**src/rtl/asp_pkg.sv**
```systemverilog
// Constants shared by the security password and seek command block
package asp_pkg;
  // Command codes
  localparam logic [7:0]  CMD_SET_PW    = 8'hF1;
  localparam logic [7:0]  CMD_UNLOCK    = 8'hF2;
  localparam logic [3:0]  CMD_SEEK_HI   = 4'h7;
  // Data sector layout, word indices and control word bits
  localparam logic [7:0]  WORD_CTRL     = 8'h00;
  localparam logic [7:0]  WORD_PW_FIRST = 8'h01;
  localparam logic [7:0]  WORD_LAST     = 8'hFF;
  localparam int          PW_WORDS      = 16;
  localparam int          PW_BITS       = 256;
  localparam int          ID_BIT        = 0;
  localparam int          LEVEL_BIT     = 8;
  localparam int          DH_LBA_BIT    = 6;
  // Unlock attempt counter load value
  localparam logic [2:0]  UNLOCK_TRIES  = 3'h5;
  localparam logic [2:0]  TRIES_NONE    = 3'h0;
  // APB register byte offsets
  localparam logic [7:0]  REG_IRQ_STAT  = 8'h00;
  localparam logic [7:0]  REG_IRQ_MASK  = 8'h04;
  localparam logic [7:0]  REG_CTRL      = 8'h08;
  localparam logic [7:0]  REG_STATE     = 8'h0C;
  localparam logic [7:0]  REG_MAX_LBA   = 8'h10;
  localparam logic [7:0]  REG_GEOM      = 8'h14;
  // Interrupt status bits
  localparam int          IRQ_DONE      = 0;
  localparam int          IRQ_ABORT     = 1;
  localparam int          IRQ_MISMATCH  = 2;
  localparam int          IRQ_W         = 3;
  localparam int          CTRL_FREEZE   = 0;
  // Reset values of the address limits
  localparam logic [27:0] MAX_LBA_RST   = 28'h0100000;
  localparam logic [15:0] CYLS_RST      = 16'h0400;
  localparam logic [4:0]  HEADS_RST     = 5'h10;
  // Command sequencer states, Gray along idle, transfer, evaluate
  typedef enum logic [1:0] {
    ST_IDLE = 2'b00,
    ST_XFER = 2'b01,
    ST_EVAL = 2'b11
  } asp_state_type;
endpackage

```
**src/rtl/asp_pw_store.sv**
```systemverilog
// One stored 32-byte password with full-width compare
`timescale 1ns/100ps
module asp_pw_store
(
  // Clock and non-volatile clear
  input  wire logic                          i_core_clk,
  input  wire logic                          i_clear,
  // Load and compare
  input  wire logic                          i_load,
  input  wire logic [asp_pkg::PW_BITS-1:0]   i_pw,
  output logic                               o_match
);
  logic [asp_pkg::PW_BITS-1:0]  pw_ff;
  logic [asp_pkg::PW_WORDS-1:0] word_eq;

  // No async reset: stored passwords survive hardware reset
  genvar g;
  generate
    for (g = 0; g < asp_pkg::PW_WORDS; g++)
    begin : g_word
      always_ff @(posedge i_core_clk)
      begin
        if (i_clear)
          pw_ff[g*16 +: 16] <= 16'h0000;
        else if (i_load)
          pw_ff[g*16 +: 16] <= i_pw[g*16 +: 16];
      end
      assign word_eq[g] = (pw_ff[g*16 +: 16] == i_pw[g*16 +: 16]);
    end
  endgenerate

  assign o_match = &word_eq; // RQ18
endmodule

```
**src/rtl/asp_cmd.sv**
```systemverilog
// Security set-password, unlock and seek command interpreter with APB registers
// Overview of operation
// RQ1 - Set-password F1h takes one sector: bit0 user/master, bit8 level, words 1-16 password.
// RQ2 - User, high level: store user password, arm lock; user or master unlocks.
// RQ3 - User, maximum level: store user password, arm lock; only user unlocks.
// RQ4 - Master identifier: replace master password only; lock enable and level untouched.
// RQ5 - Unlock F2h transfers exactly one sector with control word and password.
// RQ6 - Unlock sector bit0 selects user or master compare; words 1-16 password.
// RQ7 - Master identifier at high level compares against stored master password.
// RQ8 - Master identifier at maximum level rejects unlock without any compare.
// RQ9 - User identifier compares against stored user password at any level.
// RQ10 - Unlock mismatch aborts the command and decrements the attempt counter.
// RQ11 - Counter loads five; decrements only on mismatches while locked.
// RQ12 - Counter at zero aborts every unlock until hardware reset.
// RQ13 - Unlock while already unlocked leaves the attempt counter unchanged.
// RQ14 - Frozen mode rejects set-password and unlock; only reset clears it.
// RQ15 - Seek 7Xh does nothing but range-check the address, error if out of range.
// RQ16 - Seek LBA: bits 27-24 drive/head, 23-16 cyl high, 15-8 cyl low, 7-0 sector.
// RQ17 - Successful unlock compare clears locked at once and completes without error.
// RQ18 - Compare covers all 32 bytes; passwords and level persist across resets.
`timescale 1ns/100ps
module asp_cmd
(
  // Clock, reset and non-volatile clear
  input  wire logic        i_core_clk,
  input  wire logic        i_rst,
  input  wire logic        i_nv_clear,
  // APB slave
  input  wire logic        i_psel,
  input  wire logic        i_penable,
  input  wire logic        i_pwrite,
  input  wire logic [7:0]  i_paddr,
  input  wire logic [31:0] i_pwdata,
  output logic      [31:0] o_prdata,
  output logic             o_pready,
  output logic             o_pslverr,
  // Task file command
  input  wire logic        i_cmd_valid,
  input  wire logic [7:0]  i_cmd,
  input  wire logic [7:0]  i_drive_head,
  input  wire logic [7:0]  i_cyl_hi,
  input  wire logic [7:0]  i_cyl_lo,
  input  wire logic [7:0]  i_sect_num,
  // Data sector words
  input  wire logic        i_data_valid,
  input  wire logic [15:0] i_data,
  // Command status
  output logic             o_busy,
  output logic             o_data_req,
  output logic             o_cmd_done,
  output logic             o_cmd_abort,
  output logic             o_addr_err,
  output logic             o_irq
);
  asp_pkg::asp_state_type state_ff, nxt_state;
  logic [7:0]                  idx_ff;
  logic [15:0]                 ctl_ff;
  logic                        kind_unl_ff;
  logic [asp_pkg::PW_BITS-1:0] rx_pw_ff;
  logic                        locked_ff, arm_pend_ff, frozen_ff, wr_ctrl;
  logic                        lock_en_ff, level_ff;
  logic [2:0]                  cnt_ff, nxt_cnt;
  logic [asp_pkg::IRQ_W-1:0]   irq_stat_ff, irq_mask_ff, nxt_irq_stat, irq_ev;
  logic [27:0]                 max_lba_ff;
  logic [15:0]                 cyls_ff;
  logic [4:0]                  heads_ff;

  // Command decode and address range check
  wire         is_set    = (i_cmd == asp_pkg::CMD_SET_PW);
  wire         is_unl    = (i_cmd == asp_pkg::CMD_UNLOCK);
  wire         is_seek   = (i_cmd[7:4] == asp_pkg::CMD_SEEK_HI);
  wire         is_sec    = is_set | is_unl;
  wire         take      = i_cmd_valid & (state_ff == asp_pkg::ST_IDLE);
  wire [27:0]  lba       = {i_drive_head[3:0], i_cyl_hi, i_cyl_lo, i_sect_num}; // RQ16
  wire         lba_ok    = (lba < max_lba_ff);
  wire         chs_ok    = ({i_cyl_hi, i_cyl_lo} < cyls_ff) &
                           ({1'b0, i_drive_head[3:0]} < heads_ff);
  wire         addr_ok   = i_drive_head[asp_pkg::DH_LBA_BIT] ? lba_ok : chs_ok; // RQ15
  wire         early_abt = (is_sec & frozen_ff) | // RQ14
                           (is_unl & (cnt_ff == asp_pkg::TRIES_NONE)) | // RQ12
                           ~(is_sec | is_seek);
  wire         start_sec = take & is_sec & ~early_abt; // RQ5
  wire         seek_fin  = take & is_seek;
  wire         early_fin = take & ~is_seek & early_abt;

  // Sector evaluation
  wire         in_xfer   = (state_ff == asp_pkg::ST_XFER);
  wire         eval      = (state_ff == asp_pkg::ST_EVAL);
  wire         ctl_id    = ctl_ff[asp_pkg::ID_BIT]; // RQ1 RQ6
  wire         ctl_lvl   = ctl_ff[asp_pkg::LEVEL_BIT];
  wire         user_hit, master_hit;
  wire         lvl_rej   = ctl_id & level_ff; // RQ8
  wire         pw_hit    = ctl_id ? master_hit : user_hit; // RQ7 RQ9
  wire         unl_ok    = eval & kind_unl_ff & ~lvl_rej & pw_hit;
  wire         unl_fail  = eval & kind_unl_ff & ~unl_ok;
  wire         mismatch  = eval & kind_unl_ff & ~lvl_rej & ~pw_hit; // RQ10
  wire         set_user  = eval & ~kind_unl_ff & ~ctl_id; // RQ2 RQ3
  wire         set_mstr  = eval & ~kind_unl_ff & ctl_id; // RQ4
  wire         nxt_done  = seek_fin | early_fin | eval;
  wire         nxt_abort = early_fin | unl_fail;
  wire         nxt_aerr  = seek_fin & ~addr_ok; // RQ15

  asp_pw_store u_user_pw
  (
    .i_core_clk (i_core_clk),
    .i_clear    (i_nv_clear),
    .i_load     (set_user),
    .i_pw       (rx_pw_ff),
    .o_match    (user_hit)
  );

  asp_pw_store u_master_pw
  (
    .i_core_clk (i_core_clk),
    .i_clear    (i_nv_clear),
    .i_load     (set_mstr),
    .i_pw       (rx_pw_ff),
    .o_match    (master_hit)
  );

  // Sequencer
  always_comb
  begin
    nxt_state = state_ff;
    case (state_ff)
      asp_pkg::ST_IDLE: if (start_sec) nxt_state = asp_pkg::ST_XFER;
      asp_pkg::ST_XFER: if (i_data_valid && idx_ff == asp_pkg::WORD_LAST)
                          nxt_state = asp_pkg::ST_EVAL; // RQ5
      asp_pkg::ST_EVAL: nxt_state = asp_pkg::ST_IDLE;
      default:          nxt_state = asp_pkg::ST_IDLE;
    endcase
  end

  // Only mismatches on a locked device spend an attempt
  assign nxt_cnt = (mismatch && locked_ff && cnt_ff != asp_pkg::TRIES_NONE) ?
                   cnt_ff - 3'h1 : cnt_ff; // RQ11 RQ13

  always_ff @(posedge i_core_clk or posedge i_rst)
  begin
    if (i_rst)
    begin
      state_ff    <= asp_pkg::ST_IDLE;
      idx_ff      <= asp_pkg::WORD_CTRL;
      kind_unl_ff <= 1'b0;
      cnt_ff      <= asp_pkg::UNLOCK_TRIES; // RQ11
      frozen_ff   <= 1'b0; // RQ14
    end
    else
    begin
      state_ff <= nxt_state;
      idx_ff   <= start_sec ? asp_pkg::WORD_CTRL :
                  (in_xfer & i_data_valid) ? idx_ff + 8'h01 : idx_ff;
      if (start_sec)
        kind_unl_ff <= is_unl;
      cnt_ff   <= nxt_cnt;
      if (wr_ctrl && i_pwdata[asp_pkg::CTRL_FREEZE])
        frozen_ff <= 1'b1;
    end
  end

  // Control word and password capture; reserved words are dropped
  always_ff @(posedge i_core_clk or posedge i_rst)
  begin
    if (i_rst)
      ctl_ff <= 16'h0000;
    else if (in_xfer && i_data_valid && idx_ff == asp_pkg::WORD_CTRL)
      ctl_ff <= i_data;
  end

  genvar g;
  generate
    for (g = 0; g < asp_pkg::PW_WORDS; g++)
    begin : g_rx
      always_ff @(posedge i_core_clk or posedge i_rst)
      begin
        if (i_rst)
          rx_pw_ff[g*16 +: 16] <= 16'h0000;
        else if (in_xfer && i_data_valid && idx_ff == asp_pkg::WORD_PW_FIRST + 8'(g))
          rx_pw_ff[g*16 +: 16] <= i_data; // RQ1 RQ6
      end
    end
  endgenerate

  // Lock state: locked comes up asserted, settles from lock enable one edge later
  always_ff @(posedge i_core_clk or posedge i_rst)
  begin
    if (i_rst)
    begin
      locked_ff   <= 1'b1;
      arm_pend_ff <= 1'b1;
    end
    else
    begin
      arm_pend_ff <= 1'b0;
      if (arm_pend_ff)
        locked_ff <= lock_en_ff; // RQ2 RQ3
      else if (unl_ok)
        locked_ff <= 1'b0; // RQ17
    end
  end

  // Persistent settings: cleared only by the non-volatile clear
  always_ff @(posedge i_core_clk)
  begin
    if (i_nv_clear)
    begin
      lock_en_ff <= 1'b0;
      level_ff   <= 1'b0;
    end
    else if (set_user)
    begin
      lock_en_ff <= 1'b1; // RQ2 RQ3
      level_ff   <= ctl_lvl; // RQ18
    end
  end

  // Command status outputs
  always_ff @(posedge i_core_clk or posedge i_rst)
  begin
    if (i_rst)
    begin
      o_busy      <= 1'b0;
      o_data_req  <= 1'b0;
      o_cmd_done  <= 1'b0;
      o_cmd_abort <= 1'b0;
      o_addr_err  <= 1'b0;
    end
    else
    begin
      o_busy      <= (nxt_state != asp_pkg::ST_IDLE);
      o_data_req  <= (nxt_state == asp_pkg::ST_XFER);
      o_cmd_done  <= nxt_done;
      o_cmd_abort <= nxt_abort; // RQ10 RQ12 RQ14
      o_addr_err  <= nxt_aerr;
    end
  end

  // APB slave, zero wait states, error on unmapped offsets
  wire setup   = i_psel & ~i_penable;
  wire wr_acc  = i_psel & i_penable & i_pwrite & o_pready;
  wire hit_st  = (i_paddr == asp_pkg::REG_IRQ_STAT);
  wire hit_mk  = (i_paddr == asp_pkg::REG_IRQ_MASK);
  wire hit_ct  = (i_paddr == asp_pkg::REG_CTRL);
  wire hit_sa  = (i_paddr == asp_pkg::REG_STATE);
  wire hit_ml  = (i_paddr == asp_pkg::REG_MAX_LBA);
  wire hit_ge  = (i_paddr == asp_pkg::REG_GEOM);
  wire hit     = hit_st | hit_mk | hit_ct | hit_sa | hit_ml | hit_ge;
  assign wr_ctrl = wr_acc & hit_ct;
  wire [31:0] rd_mux =
    hit_st ? {29'h0, irq_stat_ff} :
    hit_mk ? {29'h0, irq_mask_ff} :
    hit_ct ? {31'h0, frozen_ff} :
    hit_sa ? {25'h0, cnt_ff, frozen_ff, level_ff, lock_en_ff, locked_ff} :
    hit_ml ? {4'h0, max_lba_ff} :
    hit_ge ? {11'h0, heads_ff, cyls_ff} : 32'h0;

  always_ff @(posedge i_core_clk or posedge i_rst)
  begin
    if (i_rst)
    begin
      o_prdata  <= 32'h0;
      o_pready  <= 1'b0;
      o_pslverr <= 1'b0;
    end
    else
    begin
      o_prdata  <= (setup & ~i_pwrite) ? rd_mux : 32'h0;
      o_pready  <= setup;
      o_pslverr <= setup & ~hit;
    end
  end

  always_ff @(posedge i_core_clk or posedge i_rst)
  begin
    if (i_rst)
    begin
      irq_mask_ff <= 3'h0;
      max_lba_ff  <= asp_pkg::MAX_LBA_RST;
      cyls_ff     <= asp_pkg::CYLS_RST;
      heads_ff    <= asp_pkg::HEADS_RST;
    end
    else
    begin
      if (wr_acc && hit_mk)
        irq_mask_ff <= i_pwdata[asp_pkg::IRQ_W-1:0];
      if (wr_acc && hit_ml)
        max_lba_ff <= i_pwdata[27:0];
      if (wr_acc && hit_ge)
      begin
        cyls_ff  <= i_pwdata[15:0];
        heads_ff <= i_pwdata[20:16];
      end
    end
  end

  // Interrupts: a new event beats a same-cycle write-one-to-clear
  assign irq_ev = {mismatch, nxt_abort, nxt_done};
  assign nxt_irq_stat = (irq_stat_ff &
                         ~((wr_acc && hit_st) ? i_pwdata[asp_pkg::IRQ_W-1:0] : 3'h0)) | irq_ev;

  always_ff @(posedge i_core_clk or posedge i_rst)
  begin
    if (i_rst)
    begin
      irq_stat_ff <= 3'h0;
      o_irq       <= 1'b0;
    end
    else
    begin
      irq_stat_ff <= nxt_irq_stat;
      o_irq       <= |(nxt_irq_stat & irq_mask_ff);
    end
  end
endmodule

```
**config.mk**
```make
export PLATFORM = sky130hd
export DESIGN_NAME = asp_cmd
export DESIGN_NICKNAME = d
export VERILOG_FILES = /design/src/rtl/asp_pkg.sv /design/src/rtl/asp_pw_store.sv /design/src/rtl/asp_cmd.sv
export SDC_FILE = /design/constraint.sdc
export NUM_CORES = 2
export LEC_CHECK = 0
export BUFFER_PORTS_ARGS = -buffer_cell sky130_fd_sc_hd__buf_2
export CORE_MARGIN = 5
export CORE_UTILIZATION = 55
export CTS_CLUSTER_DIAMETER = 40
export DETAILED_ROUTE_END_ITERATION = 8
export PLACE_DENSITY = 0.76
export SLEW_MARGIN = 20
export SYNTH_ARGS = -nofsm -noshare
export SYNTH_HDL_FRONTEND = slang
export SYNTH_HIERARCHICAL = 1
export SYNTH_SLANG_ARGS = --single-unit
```
**constraint.sdc**
```tcl
create_clock -name i_core_clk -period 15.68 [get_ports i_core_clk]
set_input_delay 3.136 -clock i_core_clk [delete_from_list [all_inputs] [get_ports i_core_clk]]
set_output_delay 3.136 -clock i_core_clk [all_outputs]
set_load 0.01 [all_outputs]
```
Word level (Yosys, flattened, before mapping)
Cells that the tools add are included.
{"block": "word_totals", "register_bits": 887, "word_cells": 246, "in_bits": 104}
{"block": "classes", "eq_ne": 60, "bitwise": 55, "n_mux": 17, "magnitude_cmp": 3, "n_reduce_logical": 37, "add_sub_neg": 2}
{"operator": "== test 16 bit", "n": 32}
{"operator": "two-way mux 28 bit", "n": 6}
{"operator": "== test 8 x 4 -> 1 bit (second input constant)", "n": 10}
{"operator": "== test 8 x 3 -> 1 bit (second input constant)", "n": 5}
{"operator": "AND reduction 16 bit", "n": 2}
{"operator": "less-than comparator 28 bit", "n": 1}
{"operator": "AND 1 bit", "n": 27}
{"operator": "logical AND 1 bit", "n": 26}
{"operator": "== test 8 x 5 -> 1 bit (second input constant)", "n": 3}
{"operator": "== test 8 bit (second input constant)", "n": 3}
{"operator": "two-way mux 21 bit", "n": 1}
{"operator": "== test 8 x 2 -> 1 bit (second input constant)", "n": 2}
{"operator": "zero test 8 bit", "n": 2}
{"operator": "less-than comparator 16 bit", "n": 1}
{"operator": "two-way mux 8 bit", "n": 2}
{"operator": "inverter 1 bit", "n": 12}
{"operator": "OR 1 bit", "n": 12}
{"operator": "adder 8 x 1 -> 8 bit (second input constant)", "n": 1}
{"operator": "== test 8 x 1 -> 1 bit (second input constant)", "n": 1}
{"operator": "AND 3 bit", "n": 2}
{"operator": "nonzero test 2 bit", "n": 3}
{"operator": "less-than comparator 4 x 5 -> 1 bit", "n": 1}
{"operator": "== test 2 x 1 -> 1 bit (second input constant)", "n": 2}
{"operator": "== test 4 x 3 -> 1 bit (second input constant)", "n": 1}
{"operator": "other kinds (12)", "n": 16}

Depth between registers and ports, before layout
{"block": "depth", "ltp_word": 11, "depth_mapped": 11, "mapped_depth_nobuf": 11}

Modules after synthesis
Netlist, hierarchy kept.
{"module": "asp_pw_store", "cells_each": 1166, "instances": 2, "area_per_inst_um2": 11686.2, "seq_area_each_um2": 5124.9}
{"module": "asp_cmd", "cells_each": 1135, "instances": 1, "area_per_inst_um2": 15725.1, "seq_area_each_um2": 9207.6}

Worst setup path before layout
No wires, ideal clock.
{"block": "synth_path", "path_kind": "input -> register", "startpoint": "input port i_cyl_hi[2]", "endpoint": "register o_addr_err", "t_arrival_ns": 4.667, "setup_ns": 0.128, "required_ns": 15.552, "slack_ns": 10.885, "path_stages": 7, "n_path_buf": 0, "cell_sequence": "ha_1 -> a21o_1 -> a2111oi_0 -> nor3_1 -> a2111oi_0 -> o311a_1 -> a211oi_1"}
{"block": "synth_via", "elab_chain_cells": 5, "elab_cells_between_ends": 6}
{"element": "start, declared", "line_no": "asp_cmd.sv:41", "text": "input wire logic [7:0] i_cyl_hi,"}
{"element": "less-than comparator 16 bit", "line_no": "asp_cmd.sv:76", "text": "wire chs_ok = ({i_cyl_hi, i_cyl_lo} < cyls_ff) &"}
{"element": "AND 1 bit", "line_no": "asp_cmd.sv:76"}
{"element": "two-way mux 1 bit (*)", "line_no": "asp_cmd.sv:78", "text": "wire addr_ok = i_drive_head[asp_pkg::DH_LBA_BIT] ? lba_ok : chs_ok;"}
{"element": "inverter 1 bit (*)", "line_no": "asp_cmd.sv:101", "text": "wire nxt_aerr = seek_fin & ~addr_ok;"}
{"element": "AND 1 bit (*)", "line_no": "asp_cmd.sv:101"}
{"element": "net nxt_aerr", "line_no": "asp_cmd.sv:101"}
{"element": "end signal, assigned", "line_no": "asp_cmd.sv:234", "text": "o_addr_err <= nxt_aerr;"}
{"element": "end, declared", "line_no": "asp_cmd.sv:52", "text": "output logic o_addr_err,"}
The timed path passes the listed nets; every way through them passes the cells marked *.
A chain may end at the register's enable or synchronous reset.

Worst setup path after layout
{"block": "layout_path", "startpoint": "input port i_nv_clear", "endpoint": "register u_user_pw/pw_ff[97] in the netlist's numbering"}
{"element": "start, declared", "line_no": "asp_cmd.sv:27", "text": "input wire logic i_nv_clear,"}
{"element": "end signal, assigned by index", "line_no": "asp_pw_store.sv:26", "text": "pw_ff[g*16 +: 16] <= i_pw[g*16 +: 16];"}
{"element": "end, declared", "line_no": "asp_pw_store.sv:13", "text": "logic [asp_pkg::PW_BITS-1:0] pw_ff;"}
No word-level cell between the ends.

==> impl_metrics.prom <==
# TYPE chip_impl_metric gauge
chip_impl_metric{name="wl_per_cell",unit="microns"} 20.0
chip_impl_metric{name="top_level_ports",unit=""} 144
chip_impl_metric{name="port_buffers",unit=""} 132
chip_impl_metric{name="count_of_max_cap_constraint_violations",unit=""} 0
chip_impl_metric{name="worst_hold_path.num_cells",unit=""} 2
chip_impl_metric{name="globalRoute.totalOverflow",unit=""} 0
chip_impl_metric{name="ys.warnings.count",unit=""} 6
chip_impl_metric{name="dp_hpwl",unit="microns"} 53700
chip_impl_metric{name="path_max_fanout",unit=""} 204
chip_impl_metric{name="post_cts_resized",unit=""} 0
chip_impl_info{name="grt_setup_unrepaired",value="no"} 1
chip_impl_metric{name="drt_first_pass_iters",unit=""} 7
chip_impl_metric{name="start_util",unit=""} 0.556
chip_impl_metric{name="detail_route.wirelength",unit="microns"} 92000
chip_impl_metric{name="arrival_worst_endpoint",unit="ns"} 6.58
chip_impl_metric{name="worst-r2r-setup-slack",unit="ns"} 12.15
chip_impl_metric{name="dp_worst_setup_slack",unit="ns"} 9.03
chip_impl_metric{name="peakVddDrop",unit="uV"} 120
chip_impl_metric{name="transition_at_the_pin_with_the_smallest_max_transition_slack",unit="ns"} 1.07
chip_impl_metric{name="grt_start_max_net_pins",unit=""} 205
chip_impl_metric{name="groute.usage.overall",unit=""} 0.234
chip_impl_info{name="crit_path_end_kind",value="flop"} 1
chip_impl_info{name="postSynth.topFlopCell",value="sky130_fd_sc_hd__dfxtp_1"} 1
chip_impl_info{name="timing.setup.critical_path_class",value="in -> reg"} 1
chip_impl_metric{name="place_inst",unit=""} 4389
chip_impl_metric{name="global_route_wire_length_before_repair",unit="microns"} 144000
chip_impl_metric{name="synth_sequential_area_ratio",unit=""} 0.498
chip_impl_metric{name="synth_top_area_share",unit=""} 0.263
chip_impl_metric{name="power.density",unit="nW/um^2"} 125
chip_impl_metric{name="ys_ff_latch",unit=""} 880
chip_impl_metric{name="core.rowCount",unit=""} 97
chip_impl_metric{name="finClkSkew",unit="ns"} 0.0402
chip_impl_info{name="ys_top_cells_by_count",value="563 x sky130_fd_sc_hd__nor2_1, 530 x sky130_fd_sc_hd__mux2i_1, 516 x sky130_fd_sc_hd__xnor2_1"} 1
chip_impl_info{name="worstReg2RegStart",value="rx_pw_ff[75]"} 1
chip_impl_metric{name="setup_viol_count_final",unit=""} 0
chip_impl_metric{name="clock_insertion_delay_worst_skew",unit="ns"} 0.66
chip_impl_metric{name="netlist-cell-type-count",unit=""} 61
chip_impl_metric{name="synthesis.instances",unit=""} 3467
chip_impl_metric{name="max-slew-margin-rel",unit=""} 0.284
chip_impl_metric{name="die_area",unit="sq um"} 76500
chip_impl_metric{name="synth-async-reset-ratio",unit=""} 0.416
chip_impl_metric{name="routed_via_density",unit=""} 5.50
chip_impl_info{name="cts_root_buffer",value="sky130_fd_sc_hd__clkbuf_16"} 1
chip_impl_metric{name="first_iter_violations",unit=""} 1809
chip_impl_info{name="hold_start",value="lock_en_ff"} 1
chip_impl_metric{name="antenna_found_initial",unit=""} 12
chip_impl_metric{name="drc",unit=""} 0
chip_impl_metric{name="report.final.slew_viol_count",unit=""} 0
chip_impl_info{name="hold_class",value="reg -> reg"} 1
chip_impl_metric{name="finalHoldViolCount",unit=""} 0
chip_impl_metric{name="filler_cell_count",unit=""} 5390
chip_impl_metric{name="synth-edff-count",unit=""} 0
chip_impl_info{name="yosysMostFrequentCell",value="sky130_fd_sc_hd__nor2_1"} 1
chip_impl_metric{name="via_count",unit=""} 25400
chip_impl_info{name="timing.rr.end",value="o_irq"} 1
chip_impl_info{name="cts_tree",value="built"} 1
chip_impl_metric{name="layout-drive-gt1-share",unit=""} 0.185
chip_impl_metric{name="holdBufCountCts",unit=""} 0
chip_impl_metric{name="core",unit="sq um"} 70300
chip_impl_metric{name="die_h",unit="microns"} 277
chip_impl_info{name="yosysTopAreaCell",value="sky130_fd_sc_hd__dfxtp_1"} 1
chip_impl_metric{name="clockBufferDepth",unit=""} 3
chip_impl_metric{name="synth.cell_area",unit="sq um"} 39100
chip_impl_metric{name="fmax",unit="MHz"} 164
chip_impl_metric{name="nNetsFinal",unit=""} 3718
chip_impl_metric{name="timing.critical_path.required",unit="ns"} 16.18
chip_impl_metric{name="place_congestion",unit=""} 0.838
chip_impl_metric{name="die-width",unit="microns"} 277
chip_impl_metric{name="period_utilization_post_route",unit=""} 0.388
chip_impl_metric{name="final.setup.worst_slack",unit="ns"} 9.60
chip_impl_metric{name="postPlaceCellArea",unit="sq um"} 40300
chip_impl_metric{name="total_power",unit="mW"} 5.53
chip_impl_metric{name="power.static_leakage",unit="nW"} 17.5
chip_impl_metric{name="rr_worst_depth",unit=""} 11
chip_impl_info{name="status",value="finished clean"} 1
chip_impl_metric{name="first_global_vias",unit=""} 25700
chip_impl_metric{name="detail-route-antenna-nets",unit=""} 0
chip_impl_info{name="critPathLaunchType",value="input port"} 1
chip_impl_metric{name="cts.sink_count",unit=""} 880
chip_impl_info{name="yosys-top-cells-area",value="sky130_fd_sc_hd__dfxtp_1 26%, sky130_fd_sc_hd__dfrtp_1 23%, sky130_fd_sc_hd__mux2i_1 14%"} 1
chip_impl_metric{name="finalSetupTns",unit="ns"} 0
chip_impl_metric{name="final_cell_area_excluding_filler_cells",unit="sq um"} 44300
chip_impl_metric{name="final-instance-count-excl-fill",unit=""} 4609
chip_impl_metric{name="area_growth",unit="%"} 13.3
chip_impl_info{name="hold_end",value="locked_ff"} 1
chip_impl_metric{name="cts_max_level",unit=""} 3
chip_impl_metric{name="clk_pin_slew",unit="ns"} 0.06
chip_impl_metric{name="cts_setup_buffers",unit=""} 0
chip_impl_metric{name="post_synth.cell_area_avg",unit="sq um"} 11.3
chip_impl_metric{name="cts_inserted_buffers",unit=""} 112
chip_impl_metric{name="timing.final.crit_period",unit="ns"} 6.08
area by class of cell:
| type | instances | area [sq um] | share of cell area |
|---|---|---|---|
| Timing Repair Buffer | 153 | 878 | 0.0198 |
| Clock inverter | 65 | 767 | 0.0173 |
| Sequential cell | 880 | 19500 | 0.439 |
| Antenna cell | 7 | 17.5 | 0.000395 |
| Inverter | 56 | 218 | 0.00491 |
| Tap cell | 940 | 1180 | 0.0265 |
| Multi-Input combinational cell | 2360 | 18600 | 0.420 |
| Clock buffer | 148 | 3190 | 0.0720 |
kinds of logic after synthesis:
group,share of synthesized area
flops,0.498
simple gates,0.105
mux,0.224
xor+xnor,0.117
buf+inv,0.0273
compound gates,0.0138
fa+ha+maj,0.0163
other cells,0.0000959
worst max-delay path: stages:
cell	delay [ns]
sky130_fd_sc_hd__buf_8	0.64
sky130_fd_sc_hd__buf_12	0.70
sky130_fd_sc_hd__buf_4	0.90
sky130_fd_sc_hd__buf_4	0.75
sky130_fd_sc_hd__nor2_1	0.13
sequential cells by signal (all words and copies together), names as in the netlist, 5 cells and up:
register,cells
max_lba_ff,28
u_master_pw/pw_ff,256
heads_ff,5
o_prdata,28
rx_pw_ff,256
idx_ff,8
cyls_ff,16
u_user_pw/pw_ff,256
metrics by stage:
step           utilization  hold WS (ns)
2_1_floorplan            -         0.412
3_3_place_gp         0.574         0.444
3_5_place_dp         0.574         0.444
4_1_cts              0.630         0.474
5_1_grt              0.631         0.485
6_report             0.631         0.480
layout by cell type (no fill, tap or decap), drive strengths merged, types with 2 or more instances in the layout:
cell        n
a211oi      3
nand3b      2
and4b       3
buf       153
bufinv      9
ha         51
nor3       13
clkinvlp   18
inv        68
nor2      565
o211ai      5
a21oi      20
mux2      295
a22oi       7
dfstp       7
mux2i     530
xor2        5
diode       7
conb        5
nor4b       2
dfxtp     514
dfrtp     359
and3b       4
clkinv     26
nand2      58
nand4     140
nor4       37
xnor2     516
and2        5
o22ai       2
nor3b       3
o21ai      33
nand2b      6
a21o        7
a2111oi     3
nand3      17
clkbuf    148
nor2b       9
metal layers:
| metal | routed length, microns | global-route usage |
|---|---|---|
| met5 | 0 | 0 |
| met4 | 3260 | 0.0844 |
| met3 | 3780 | 0.0357 |
| met2 | 44500 | 0.392 |
| met1 | 40500 | 0.310 |
where the power goes:
group          internal (mW)  switching [mW]
Sequential              2.31          0.0978
Combinational          0.207           0.289
Clock                   1.60            1.03
worst max path at each step:
stage	startpoint	endpoint	slack [ns]
after global placement	i_nv_clear	u_master_pw/pw_ff[182]	8.97
after floorplan	i_rst	cnt_ff[1]	2.40
after global routing	i_nv_clear	u_master_pw/pw_ff[8]	9.31
final	i_nv_clear	u_user_pw/pw_ff[97]	9.60
after CTS	i_nv_clear	u_user_pw/pw_ff[97]	9.70
after detailed placement	i_nv_clear	u_master_pw/pw_ff[245]	9.03
Power figures use the tool's default switching activity.
